### src/hdl/bsf_pkg.sv
// Behaviour
// slave two-wire: mid-frame stop sets early flag
// early flag cleared by 0 after read 1
// slave two-wire: end-of-frame stop sets normal flag
// normal flag cleared by 0 after read 1
// main flag clear also clears both stop flags
// stop flags act only in slave two-wire
// main flag set together with transfer request
// slave: empty/full rise with second match sets request; the code sets it only as slave in two-wire format
// master: empty/full rise sets request
// request flag cleared by 0 after read 1
// main flag clear with enable 0 clears request
// early flag resets to 0
// normal flag resets to 0
// request flag resets to 0, write 0 only
// second match flag reports second address hit
// never both stop flags set at once
// writing 1 or unarmed 0 changes nothing
package bsf_pkg;
  localparam logic [1:0] STATUS_OFS   = 2'h0;
  localparam logic [1:0] CTRL_OFS     = 2'h1;
  localparam int         EARLY_BIT    = 7;
  localparam int         NORMAL_BIT   = 6;
  localparam int         CONT_BIT     = 5;
  localparam int         MATCH2_BIT   = 4;
  localparam int         ICE_BIT      = 7;
  localparam int         MASTER_BIT   = 6;
  localparam int         TWO_WIRE_BIT = 5;
  localparam int         MAIN_BIT     = 0;
  localparam int         FL_EARLY     = 0;
  localparam int         FL_NORMAL    = 1;
  localparam int         FL_CONT      = 2;
  localparam int         FL_MAIN      = 3;
  localparam int         NUM_FLAGS    = 4;
  localparam logic [3:0] FLAGS_RESET  = 4'h0;
  localparam logic [7:0] RDATA_IDLE   = 8'h00;
  localparam logic [3:0] FRAME_BITS   = 4'h9;
  localparam logic [3:0] BIT_CNT_ZERO = 4'h0;
  localparam logic [3:0] BIT_CNT_ONE  = 4'h1;

  typedef struct packed {
    logic interface_enable_bit;
    logic master;
    logic two_wire;
  } bsf_mode_t;

  typedef struct packed {
    logic start_seen;
    logic stop_seen;
    logic mid_frame;
  } bsf_bus_ev_t;
endpackage

### src/hdl/bsf_bus_watch.sv
`timescale 1ns/1ps
module bsf_bus_watch (
  input  wire logic          mclk,
  input  wire logic          rst_n,
  input  wire logic          scl_in,
  input  wire logic          sda_in,
  output bsf_pkg::bsf_bus_ev_t ev
);
  logic [1:0] scl_sync;
  logic [1:0] sda_sync;
  logic       scl_d;
  logic       sda_d;
  logic [3:0] bit_cnt;

  localparam logic [3:0] FRAME_BITS   = bsf_pkg::FRAME_BITS;
  localparam logic [3:0] BIT_CNT_ZERO = bsf_pkg::BIT_CNT_ZERO;
  localparam logic [3:0] BIT_CNT_ONE  = bsf_pkg::BIT_CNT_ONE;

  // second stage only feeds the edge logic; first stage is never read elsewhere
  always_ff @(posedge mclk) begin
    if (!rst_n) begin
      scl_sync <= 2'h3;
      sda_sync <= 2'h3;
      scl_d    <= 1'b1;
      sda_d    <= 1'b1;
    end else begin
      scl_sync <= {scl_sync[0], scl_in};
      sda_sync <= {sda_sync[0], sda_in};
      scl_d    <= scl_sync[1];
      sda_d    <= sda_sync[1];
    end
  end

  wire scl_now  = scl_sync[1];
  wire sda_now  = sda_sync[1];
  wire scl_rise = scl_now & ~scl_d;
  wire start_hit = scl_now & scl_d & sda_d & ~sda_now;
  wire stop_hit  = scl_now & scl_d & ~sda_d & sda_now;
  wire frame_end = scl_rise & (bit_cnt == (FRAME_BITS - BIT_CNT_ONE));
  wire [3:0] next_bit_cnt = start_hit | stop_hit | frame_end ? BIT_CNT_ZERO :
                            scl_rise ? bit_cnt + BIT_CNT_ONE : bit_cnt;

  // the stop's own clock rise is counted too, so only more than one rise is mid-frame
  always_ff @(posedge mclk) begin
    if (!rst_n) begin
      bit_cnt <= bsf_pkg::BIT_CNT_ZERO;
      ev      <= '0;
    end else begin
      bit_cnt       <= next_bit_cnt;
      ev.start_seen <= start_hit;
      ev.stop_seen  <= stop_hit;
      ev.mid_frame  <= bit_cnt > bsf_pkg::BIT_CNT_ONE;
    end
  end
endmodule

### src/hdl/bsf_status_flags.sv
// The implementer's own choices: the register addresses and the strobed register port.
`timescale 1ns/1ps
module bsf_status_flags (
  input  wire logic       mclk,
  input  wire logic       rst_n,
  input  wire logic [1:0] addr,
  input  wire logic [7:0] wdata,
  input  wire logic       wr,
  input  wire logic       rd,
  output logic      [7:0] rdata,
  input  wire logic       scl_in,
  input  wire logic       sda_in,
  input  wire logic       transmit_empty_flag,
  input  wire logic       receive_full_flag,
  input  wire logic       second_address_match_flag,
  input  wire logic       main_set_other,
  output logic            early_end_condition_flag,
  output logic            normal_end_flag,
  output logic            continuous_transfer_request_flag,
  output logic            main_interrupt_flag
);
  bsf_pkg::bsf_mode_t   mode;
  bsf_pkg::bsf_bus_ev_t ev;
  logic [3:0]           flag;
  logic [3:0]           armed;
  logic                 te_d;
  logic                 rf_d;

  bsf_bus_watch u_watch (
    .mclk   (mclk),
    .rst_n  (rst_n),
    .scl_in (scl_in),
    .sda_in (sda_in),
    .ev     (ev)
  );

  wire sel_status = addr == bsf_pkg::STATUS_OFS;
  wire sel_ctrl   = addr == bsf_pkg::CTRL_OFS;
  wire wr_status  = wr & sel_status;
  wire wr_ctrl    = wr & sel_ctrl;
  wire rd_status  = rd & sel_status;
  wire rd_ctrl    = rd & sel_ctrl;

  // stop flags mean something only as slave in two-wire format
  wire slave_i2c  = ~mode.master & mode.two_wire;
  wire data_event = (transmit_empty_flag & ~te_d) | (receive_full_flag & ~rf_d);

  wire [3:0] set_ev;
  wire [3:0] hw_clr;
  wire [3:0] sw_zero;
  wire [3:0] rd_hit;
  wire [3:0] sw_clr;
  wire       main_drop;

  assign set_ev[bsf_pkg::FL_EARLY]  = ev.stop_seen & slave_i2c & ev.mid_frame;
  assign set_ev[bsf_pkg::FL_NORMAL] = ev.stop_seen & slave_i2c & ~ev.mid_frame;
  assign set_ev[bsf_pkg::FL_CONT]   = data_event &
                                      ((slave_i2c & second_address_match_flag) |
                                       mode.master);
  assign set_ev[bsf_pkg::FL_MAIN]   = set_ev[bsf_pkg::FL_CONT] | main_set_other;

  // only a 0 in the bit position asks for a clear; a 1 is ignored
  assign sw_zero[bsf_pkg::FL_EARLY]  = wr_status & ~wdata[bsf_pkg::EARLY_BIT];
  assign sw_zero[bsf_pkg::FL_NORMAL] = wr_status & ~wdata[bsf_pkg::NORMAL_BIT];
  assign sw_zero[bsf_pkg::FL_CONT]   = wr_status & ~wdata[bsf_pkg::CONT_BIT];
  assign sw_zero[bsf_pkg::FL_MAIN]   = wr_ctrl & ~wdata[bsf_pkg::MAIN_BIT];

  assign rd_hit[bsf_pkg::FL_EARLY]  = rd_status;
  assign rd_hit[bsf_pkg::FL_NORMAL] = rd_status;
  assign rd_hit[bsf_pkg::FL_CONT]   = rd_status;
  assign rd_hit[bsf_pkg::FL_MAIN]   = rd_ctrl;

  // a zero write clears only a flag that software has seen as 1
  assign sw_clr = sw_zero & armed; // see see

  assign main_drop = flag[bsf_pkg::FL_MAIN] & sw_clr[bsf_pkg::FL_MAIN] &
                     ~set_ev[bsf_pkg::FL_MAIN];

  // whichever stop flag is set pushes the other to 0
  assign hw_clr[bsf_pkg::FL_EARLY]  = main_drop | set_ev[bsf_pkg::FL_NORMAL]; // see
  assign hw_clr[bsf_pkg::FL_NORMAL] = main_drop | set_ev[bsf_pkg::FL_EARLY]; // see
  assign hw_clr[bsf_pkg::FL_CONT]   = main_drop & ~mode.interface_enable_bit;
  assign hw_clr[bsf_pkg::FL_MAIN]   = 1'b0;

  genvar k;
  generate
    for (k = 0; k < bsf_pkg::NUM_FLAGS; k++) begin : g_flag
      // set beats any clear in the same cycle so no event is lost
      always_ff @(posedge mclk) begin
        if (!rst_n) begin
          flag[k]  <= bsf_pkg::FLAGS_RESET[k]; // see see
          armed[k] <= 1'b0;
        end else begin
          flag[k]  <= set_ev[k] | (flag[k] & ~sw_clr[k] & ~hw_clr[k]);
          armed[k] <= (rd_hit[k] & flag[k]) |
                      (armed[k] & flag[k] & ~sw_zero[k] & ~hw_clr[k]);
        end
      end
    end
  endgenerate

  wire [7:0] status_view = {flag[bsf_pkg::FL_EARLY], flag[bsf_pkg::FL_NORMAL],
                            flag[bsf_pkg::FL_CONT], second_address_match_flag,
                            4'h0};
  wire [7:0] ctrl_view   = {mode.interface_enable_bit, mode.master, mode.two_wire, 4'h0,
                            flag[bsf_pkg::FL_MAIN]};
  wire [7:0] next_rdata  = rd_status ? status_view :
                           rd_ctrl   ? ctrl_view   : bsf_pkg::RDATA_IDLE;

  always_ff @(posedge mclk) begin
    if (!rst_n) begin
      mode  <= '0;
      te_d  <= 1'b0;
      rf_d  <= 1'b0;
      rdata <= bsf_pkg::RDATA_IDLE;
    end else begin
      te_d  <= transmit_empty_flag;
      rf_d  <= receive_full_flag;
      rdata <= next_rdata;
      if (wr_ctrl) begin
        mode.interface_enable_bit      <= wdata[bsf_pkg::ICE_BIT];
        mode.master   <= wdata[bsf_pkg::MASTER_BIT];
        mode.two_wire <= wdata[bsf_pkg::TWO_WIRE_BIT];
      end
    end
  end

  assign early_end_condition_flag         = flag[bsf_pkg::FL_EARLY];
  assign normal_end_flag                  = flag[bsf_pkg::FL_NORMAL];
  assign continuous_transfer_request_flag = flag[bsf_pkg::FL_CONT];
  assign main_interrupt_flag              = flag[bsf_pkg::FL_MAIN];
endmodule

### config.mk
export PLATFORM = sky130hd
export DESIGN_NAME = bsf_status_flags
export DESIGN_NICKNAME = d
export VERILOG_FILES = /design/src/hdl/bsf_pkg.sv /design/src/hdl/bsf_bus_watch.sv /design/src/hdl/bsf_status_flags.sv
export SDC_FILE = /design/constraint.sdc
export NUM_CORES = 1
export LEC_CHECK = 0
export ABC_AREA = 1
export BUFFER_PORTS_ARGS = -buffer_cell sky130_fd_sc_hd__buf_2
export CORE_MARGIN = 2
export CORE_UTILIZATION = 40
export DETAILED_ROUTE_END_ITERATION = 8
export SETUP_SLACK_MARGIN = 0.1
export SYNTH_ARGS = -nofsm -noshare
export SYNTH_HDL_FRONTEND = slang
export SYNTH_HIERARCHICAL = 1
export SYNTH_SLANG_ARGS = --single-unit
### constraint.sdc
create_clock -name mclk -period 1.7 [get_ports mclk]
set_input_delay 0.34 -clock mclk [delete_from_list [all_inputs] [get_ports mclk]]
set_output_delay 0.34 -clock mclk [all_outputs]
set_load 0.01 [all_outputs]
==> impl_metrics.env, run 1 <==
export IMPL_status="finished, final reports clean"
export IMPL_drive_gt1_share_pct=26.2
export IMPL_antenna_left=0
export IMPL_cts_tree="done"
export IMPL_syn_avg_cell_area_um2=7.66
export IMPL_start_util_pct=42.7
export IMPL_dpl_worst_slack_ns=0.449
export IMPL_setup_violations=0
export IMPL_syn_inst=173
export IMPL_grt_pass1_wl_um=4130
export IMPL_holdWs_ns=0.203
export IMPL_ios=32
export IMPL_path_buf_inv=1
export IMPL_die_area_um2=3790
export IMPL_final_cell_area_um2=1530
export IMPL_clockBufferDepth=2
export IMPL_worst_slack_ns=0.519
export IMPL_crit_path_max_fanout=4
export IMPL_cp_arrival_ns=0.84
export IMPL_p_per_area_nw_per_um2=799
export IMPL_clock_sinks=30
export IMPL_cts_resized=0
export IMPL_die_h_um=61.6
export IMPL_p_leak_nw=0.732
export IMPL_hpwl_um=1840
export IMPL_critPathCaptureType="output port"
export IMPL_vias_per_cell=4.48
export IMPL_numCtsBuffers=5
export IMPL_slowest_stage="dfxtp_1"
export IMPL_stdcell_count=246
export IMPL_p_total_mw=1.22
export IMPL_clock_latency_ns=0.32
export IMPL_antenna_cells=0
export IMPL_finalNetCount=225
export IMPL_drt_iter0_drc=55
export IMPL_critPathTopFamily="flip-flops"
export IMPL_report_final_slew_viol_count=0
export IMPL_core_um2=3100
export IMPL_swShare_pct=24.8
export IMPL_syn_cell_area_um2=1330
export IMPL_vias=1101
export IMPL_multiInputGateArea_um2=576
export IMPL_cpPeakStageDelay_ns=0.38
export IMPL_fillers=340
export IMPL_worstSetupStartpointType="register"
export IMPL_wl_per_cell_um=9.58
export IMPL_crit_chain="buf_2"
export IMPL_setup_tns_ns=0
export IMPL_grt_pass1_vias=1024
export IMPL_hold_viol=0
export IMPL_gr_usage_all_layers_pct=15.6
export IMPL_grt_max_degree=12
export IMPL_rows=20
export IMPL_dpl_cell_area_um2=1480
export IMPL_wl_um=2360
export IMPL_fin_skew_ns=0.0101
export IMPL_drt_pass1_iterations=4
export IMPL_cts_hold_buf=0
export IMPL_pwr_share_comb_pct=8.9
export IMPL_min_path_type="input pin to register"
export IMPL_antenna_found_initial=0
export IMPL_cts_htree_levels=2
export IMPL_p_clk_share_pct=31.0
export IMPL_fp_dieW_um=61.6
export IMPL_ys_warn_count=6
export IMPL_netSwitchingPower_mw=0.302
export IMPL_port_buffers=24
export IMPL_gp_congestion=0.777
export IMPL_clockRootBuffer="clkbuf_4"
export IMPL_drv_cap=0
export IMPL_finish_utilization_pct=49.2
export IMPL_ir_drop_mv=0.429
export IMPL_grt_remaining_overflow=0
export IMPL_drc=0
export IMPL_regArea_um2=601
export IMPL_clk_pin_slew_ns=0.08
export IMPL_max_freq_mhz=847
export IMPL_dpl_cell_count=239
export IMPL_rsz0062_at_grt="no"
export IMPL_cp_data_required_time_ns=1.36
export IMPL_areaGrowthSynthToFinish_pct=15.2
export IMPL_power_share_sequential_pct=60.1
export IMPL_p_int_mw=0.918
export IMPL_crit_type="register to output port"
export IMPL_fin_crit_sh_pct=69.5
export IMPL_post_cts_setup_buffer_count=0
export IMPL_min_period_ns=1.18
==> worst paths after layout <==
| path | startpoint | end | slack, ns | cells after the start |
|---|---|---|---|---|
| max | normal_end_flag | normal_end_flag | 0.52 | 1 |
| min | scl_in | u_watch/scl_sync[0] | 0.20 | 2 |
| max reg2reg | u_watch/bit_cnt[0] | u_watch/bit_cnt[0] | 0.56 | 7 |
| min reg2reg | u_watch/sda_sync[0] | u_watch/sda_sync[1] | 0.42 | 1 |
==> cell type report <==
class	instances	share of cell area, %
multi-input cells	107	37.7
repair buffers	24	7.87
flip-flops and latches	30	39.3
clock buffers	7	2.95
well taps	44	3.61
inverters	34	8.52
==> routing by layer <==
layer | share of wire (%) | GRT usage, % | up-vias | wire length [um]
li1 | - | - | 590 | -
met5 | 0 | 0 | - | 0
met4 | 1.0 | 11.9 | 0 | 24
met2 | 49 | 25.9 | 27 | 1170
met1 | 44 | 16.5 | 482 | 1040
met3 | 5.2 | 4.41 | 2 | 123
==> placed cells by master (no fill, tap or decap), drive strengths merged <==
cell,n
dfxtp,30
a31oi,1
nand3,15
nand2,35
nor2,15
clkbuf,7
ha,3
or2,6
a21oi,13
nor3,1
nand4,3
inv,34
conb,3
buf,24
xor2,1
nand3b,1
o211ai,1
o21ai,9
==> state kept, by name (all words and copies together), names as in the netlist <==
| name | count |
|---|---|
| u_watch/bit_cnt | 4 |
| rdata | 5 |
| main_interrupt_flag | 1 |
| armed | 4 |
| te_d | 1 |
| u_watch/scl_d | 1 |
| early_end_condition_flag | 1 |
| continuous_transfer_request_flag | 1 |
| u_watch/sda_d | 1 |
| u_watch/scl_sync | 2 |
| u_watch/ev | 2 |
| ctrl_view | 3 |
| rf_d | 1 |
| u_watch/sda_sync | 2 |
| normal_end_flag | 1 |
==> power by group through the flow <==
stage / registers (mW) / clock network [mW] / logic, mW
after CTS: 0.733 / 0.403 / 0.110
after global routing: 0.736 / 0.433 / 0.124
after detailed placement: 0.750 / 0 / 0.109
final: 0.733 / 0.378 / 0.109
after floorplan: 0.750 / 0 / 0.0688
after global placement: 0.749 / 0 / 0.107
Power figures use the tool's default switching activity.
==> run 2: changes to the inputs <==
--- a/config.mk
+++ b/config.mk
@@ -5,11 +5,12 @@
 export SDC_FILE = /design/constraint.sdc
 export NUM_CORES = 1
 export LEC_CHECK = 0
-export ABC_AREA = 1
+export ABC_AREA = 0
 export BUFFER_PORTS_ARGS = -buffer_cell sky130_fd_sc_hd__buf_2
 export CORE_MARGIN = 2
 export CORE_UTILIZATION = 40
 export DETAILED_ROUTE_END_ITERATION = 8
+export PLACE_DENSITY = 0.65
 export SETUP_SLACK_MARGIN = 0.1
 export SYNTH_ARGS = -nofsm -noshare
 export SYNTH_HDL_FRONTEND = slang
==> constraint.sdc (replaced) <==
create_clock -name mclk -period 1.05 [get_ports mclk]
set_input_delay 0.21 -clock mclk [delete_from_list [all_inputs] [get_ports mclk]]
set_output_delay 0.21 -clock mclk [all_outputs]
set_load 0.01 [all_outputs]
==> impl_metrics.env, run 2 <==
export IMPL_status="finished with violations"
export IMPL_violations="setup timing"
export IMPL_report_final_slew_viol_count=0
export IMPL_crit_path_max_fanout=6
export IMPL_grt_pass1_wl_um=4390
export IMPL_crit_chain="or3b_4 > nor4b_4 > buf_4 > o311ai_1"
export IMPL_multiInputGateArea_um2=678
export IMPL_holdPathEnd="u_watch/sda_sync[0]"
export IMPL_min_path_type="input pin to register"
export IMPL_ios=32
export IMPL_regArea_um2=617
export IMPL_rows=20
export IMPL_grt_max_degree=14
export IMPL_reg2reg_depth=4
export IMPL_drt_pass1_iterations=4
export IMPL_slowest_stage="or3b_4"
export IMPL_cts_hold_buf=0
export IMPL_min_period_ns=1.32
export IMPL_critPathTopFamily="simple AND/OR/NAND/NOR gates"
export IMPL_drc=0
export IMPL_largest_reg_flops=5
export IMPL_clock_sinks=30
export IMPL_critPathCaptureType="register"
export IMPL_die_area_um2=3630
export IMPL_p_leak_nw=0.748
export IMPL_syn_avg_cell_area_um2=9.98
export IMPL_cts_tree="done"
export IMPL_syn_cell_area_um2=1270
export IMPL_fin_crit_sh_pct=126
export IMPL_drv_cap=0
export IMPL_clk_pin_slew_ns=0.09
export IMPL_antenna_left=0
export IMPL_areaGrowthSynthToFinish_pct=36.4
export IMPL_antenna_cells=0
export IMPL_setup_violations=9
export IMPL_syn_inst=127
export IMPL_max_freq_mhz=755
export IMPL_finalNetCount=197
export IMPL_holdPathStages=2
export IMPL_clockRootBuffer="clkbuf_4"
export IMPL_reg2reg_slack_ns=-0.27
export IMPL_cp_arrival_ns=1.54
export IMPL_drt_iter0_drc=53
export IMPL_layout_common_cells="dfxtp_1 (19), buf_2 (19), buf_4 (19), nand2_1 (10), dfxtp_2 (10)"
export IMPL_cp_data_required_time_ns=1.26
export IMPL_clock_latency_ns=0.33
export IMPL_die_h_um=60.3
export IMPL_ys_warn_count=6
export IMPL_start_util_pct=41.9
export IMPL_core_um2=3030
export IMPL_clockBufferDepth=2
export IMPL_fillers=276
export IMPL_regMostFlops="rdata"
export IMPL_reg2reg_to="continuous_transfer_request_flag"
export IMPL_antenna_found_initial=0
export IMPL_cp_depth=4
export IMPL_hpwl_um=1860
export IMPL_drive_gt1_share_pct=44.6
export IMPL_fin_skew_ns=0.00250
export IMPL_ir_drop_mv=0.681
export IMPL_worstSetupStartpointType="register"
export IMPL_min_from="sda_in"
export IMPL_grt_pass1_vias=1059
export IMPL_p_per_area_nw_per_um2=1220
export IMPL_worstReg2RegStart="armed[3]"
export IMPL_numCtsBuffers=5
export IMPL_gr_usage_all_layers_pct=16.6
export IMPL_gp_congestion=0.753
export IMPL_wl_um=2620
export IMPL_hold_viol=0
export IMPL_vias=1086
export IMPL_holdWs_ns=0.0580
export IMPL_worst_slack_ns=-0.274
export IMPL_path_buf_inv=1
export IMPL_cts_htree_levels=2
export IMPL_fp_dieW_um=60.3
export IMPL_port_buffers=24
export IMPL_dpl_worst_slack_ns=-0.481
export IMPL_top_regs="rdata x5, armed x4, u_watch/bit_cnt x4"
export IMPL_cpPeakStageDelay_ns=0.39
export IMPL_grt_remaining_overflow=0
export IMPL_wl_per_cell_um=11.9
export IMPL_crit_type="register to register"
export IMPL_vias_per_cell=4.96
export IMPL_rsz0062_at_grt="yes"
run 2: worst max path at each step:
stage,to,slack [ns],start
after global placement,continuous_transfer_request_flag,-0.45,addr[1]
after detailed placement,continuous_transfer_request_flag,-0.48,addr[1]
final,continuous_transfer_request_flag,-0.27,armed[3]
after floorplan,continuous_transfer_request_flag,-0.33,addr[1]
after global routing,continuous_transfer_request_flag,-0.30,armed[3]
after CTS,continuous_transfer_request_flag,-0.27,armed[3]
run 2: layout make-up:
type / instances / area share [%]
multi-input cells: 90 / 39.2
flip-flops and latches: 30 / 35.7
repair buffers: 44 / 17.7
clock buffers: 7 / 3.18
well taps: 44 / 3.18
inverters: 3 / 0.796
clock inverters: 1 / 0.289
run 2: power by group:
part | switching [mW] | internal [mW] | total, mW | leakage (nW)
clock network | 0.389 | 0.324 | 0.713 | 0.0353
registers | 0.0156 | 1.16 | 1.18 | 0.249
logic | 0.100 | 0.110 | 0.211 | 0.464
total | 0.505 | 1.60 | 2.10 | 0.748
run 2: what timing repair did:
action                                  in CTS  in global routing
gates resized for setup                     16                 10
endpoints found under the setup margin      21                 21
pin swaps                                    6                  3
setup buffers                                6                  1
run 2: metrics by stage:
| step | setup TNS (ns) | utilization [%] | cells | power (mW) | area, um^2 |
|---|---|---|---|---|---|
| 2_1_floorplan | -1.92 | - | 129 | 1.30 | 1280 |
| 3_3_place_gp | -2.82 | 50.5 | 205 | 1.39 | 1530 |
| 3_5_place_dp | -3.07 | 50.5 | 205 | 1.39 | 1530 |
| 4_1_cts | -1.70 | 55.7 | 219 | 2.13 | 1690 |
| 5_1_grt | -2.16 | 57.1 | 219 | 2.22 | 1730 |
| 6_report | -1.68 | 57.1 | 219 | 2.10 | 1730 |
run 2: per-layer routing:
metal | routed length, um | GRT usage [%] | vias to the layer above
met5 | 0 | 0 | -
met4 | 38 | 8.89 | 0
met3 | 123 | 5.84 | 4
met2 | 1290 | 28.0 | 30
met1 | 1160 | 18.0 | 516
li1 | - | - | 536
==> run 3: changes to the inputs <==
--- a/config.mk
+++ b/config.mk
@@ -7,7 +7,6 @@
 export LEC_CHECK = 0
 export ABC_AREA = 0
 export BUFFER_PORTS_ARGS = -buffer_cell sky130_fd_sc_hd__buf_2
-export CORE_MARGIN = 2
 export CORE_UTILIZATION = 40
 export DETAILED_ROUTE_END_ITERATION = 8
 export PLACE_DENSITY = 0.65
==> impl_metrics.env, run 3 (synthesized netlist as in run 2, its figures left out) <==
export IMPL_die_h_um=58.3
export IMPL_stdcell_count=218
export IMPL_netSwitchingPower_mw=0.510
export IMPL_final_cell_area_um2=1730
export IMPL_port_buffers=24
export IMPL_drc=0
export IMPL_wl_per_cell_um=12.0
export IMPL_largest_reg_flops=5
export IMPL_clockRootBuffer="clkbuf_4"
export IMPL_layout_common_cells="dfxtp_1 (23), buf_2 (21), buf_4 (17), nand2_1 (10)"
export IMPL_setup_violations=9
export IMPL_ios=32
export IMPL_fin_skew_ns=0.0110
export IMPL_gp_congestion=0.728
export IMPL_m1WireLength_um=1110
export IMPL_drt_pass1_iterations=4
export IMPL_finalNetCount=196
export IMPL_min_from="scl_in"
export IMPL_fin_crit_sh_pct=126
export IMPL_dpl_cell_count=203
export IMPL_crit_path_max_fanout=6
export IMPL_worstSetupStartpointType="register"
export IMPL_grt_pass1_wl_um=4490
export IMPL_power_share_sequential_pct=52.7
export IMPL_cp_arrival_ns=1.53
export IMPL_hold_viol=0
export IMPL_vias=1075
export IMPL_ir_drop_mv=0.784
export IMPL_holdPathStages=2
export IMPL_cp_data_required_time_ns=1.26
export IMPL_drv_cap=0
export IMPL_cpPeakStageDelay_ns=0.39
export IMPL_min_path_type="input pin to register"
export IMPL_pwr_share_comb_pct=9.3
export IMPL_crit_path_start="armed[3]"
export IMPL_numCtsBuffers=5
export IMPL_max_freq_mhz=757
export IMPL_grt_remaining_overflow=0
export IMPL_hpwl_um=1830
export IMPL_fillers=269
export IMPL_violations="setup timing"
export IMPL_final_common_cell="dfxtp_1"
export IMPL_top_regs="rdata x5, armed x4, u_watch/bit_cnt x4"
export IMPL_clock_latency_ns=0.33
export IMPL_antenna_left=0
export IMPL_grt_pass1_vias=1039
export IMPL_swShare_pct=22.8
export IMPL_reg2reg_depth=4
export IMPL_p_total_mw=2.24
export IMPL_p_clk_share_pct=38.0
export IMPL_p_int_mw=1.73
export IMPL_rows=20
export IMPL_crit_chain="or3b_4 > nor4b_4 > buf_6 > o41ai_1"
export IMPL_areaGrowthSynthToFinish_pct=36.7
export IMPL_gr_usage_all_layers_pct=17.8
export IMPL_worstReg2RegStart="armed[3]"
export IMPL_status="finished with violations"
export IMPL_cts_htree_levels=2
export IMPL_rsz0062_at_grt="yes"
export IMPL_start_util_pct=41.9
export IMPL_clk_pin_slew_ns=0.10
export IMPL_cts_tree="done"
export IMPL_crit_type="register to register"
export IMPL_met3_length_um=149
export IMPL_top_layer_used="met4"
export IMPL_fp_dieW_um=58.3
export IMPL_clockBufferDepth=2
export IMPL_clock_sinks=30
export IMPL_die_area_um2=3400
export IMPL_drive_gt1_share_pct=43.7
export IMPL_p_leak_nw=0.754
export IMPL_antenna_found_initial=0
export IMPL_core_um2=3030
export IMPL_dpl_cell_area_um2=1520
export IMPL_grt_max_degree=14
export IMPL_wl_um=2620
export IMPL_drt_iter0_drc=29
export IMPL_min_period_ns=1.32
export IMPL_slowest_stage="or3b_4"
export IMPL_p_per_area_nw_per_um2=1290
export IMPL_wl_met2_um=1330
export IMPL_vias_per_cell=4.93
export IMPL_regMostFlops="rdata"
export IMPL_critPathCaptureType="register"
export IMPL_worst_slack_ns=-0.272
export IMPL_antenna_cells=0
export IMPL_report_final_slew_viol_count=0
-- run 3: final cells by class --
cell class                 count  area, um^2  area share, %
clock buffer                   8        78.8           4.55
inverter                       3        11.3          0.650
multi-input combinational     90         687           39.6
sequential                    30         612           35.3
tap                           44        55.1           3.18
timing repair buffer          43         289           16.7
-- run 3: metal layers --
metal	vias up	GRT usage, %
met4	0	7.14
li1	529	-
met3	5	7.03
met5	-	0
met2	33	31.5
met1	508	19.0
-- run 3: repair_timing --
action / in CTS / in global routing
hold buffers: 0 / 0
gates cloned: 0 / 0
buffers inserted: 7 / 0
endpoints found under the setup margin: 21 / 21
gates resized for setup: 18 / 4
pin swaps: 8 / 5
-- run 3: stage by stage --
stage	TNS [ns]	util [%]	setup WS (ns)	hold WS (ns)
3_5_place_dp	-3.36	50.0	-0.516	0.397
6_report	-1.75	57.2	-0.272	0.0609
5_1_grt	-2.24	57.2	-0.328	0.0437
4_1_cts	-2.11	56.4	-0.315	0.0425
3_3_place_gp	-3.00	50.0	-0.487	0.390
2_1_floorplan	-1.92	-	-0.330	0.283
-- run 3: path summary, 6_finish.rpt --
| path | slack (ns) | endpoint |
|---|---|---|
| worst min-delay path | 0.06 | u_watch/scl_sync[0] |
| worst max-delay path | -0.27 | normal_end_flag |
| worst min register to register | 0.41 | u_watch/sda_sync[1] |
| worst max register to register | -0.27 | normal_end_flag |
-- run 3: power by group through the flow --
stage,Combinational (mW),Sequential [mW],Clock (mW)
after floorplan,0.0948,1.21,0
after global placement,0.182,1.21,0
after detailed placement,0.188,1.21,0
after CTS,0.207,1.18,0.876
after global routing,0.231,1.18,0.931
final,0.209,1.18,0.850
-- run 3: worst max-delay path: cells and delay by family, from the launching register on --
kind / cells / cell delay (ns)
compound gates: 1 / 0.08
buf+inv: 1 / 0.17
flops: 1 / 0.34
simple gates: 2 / 0.62
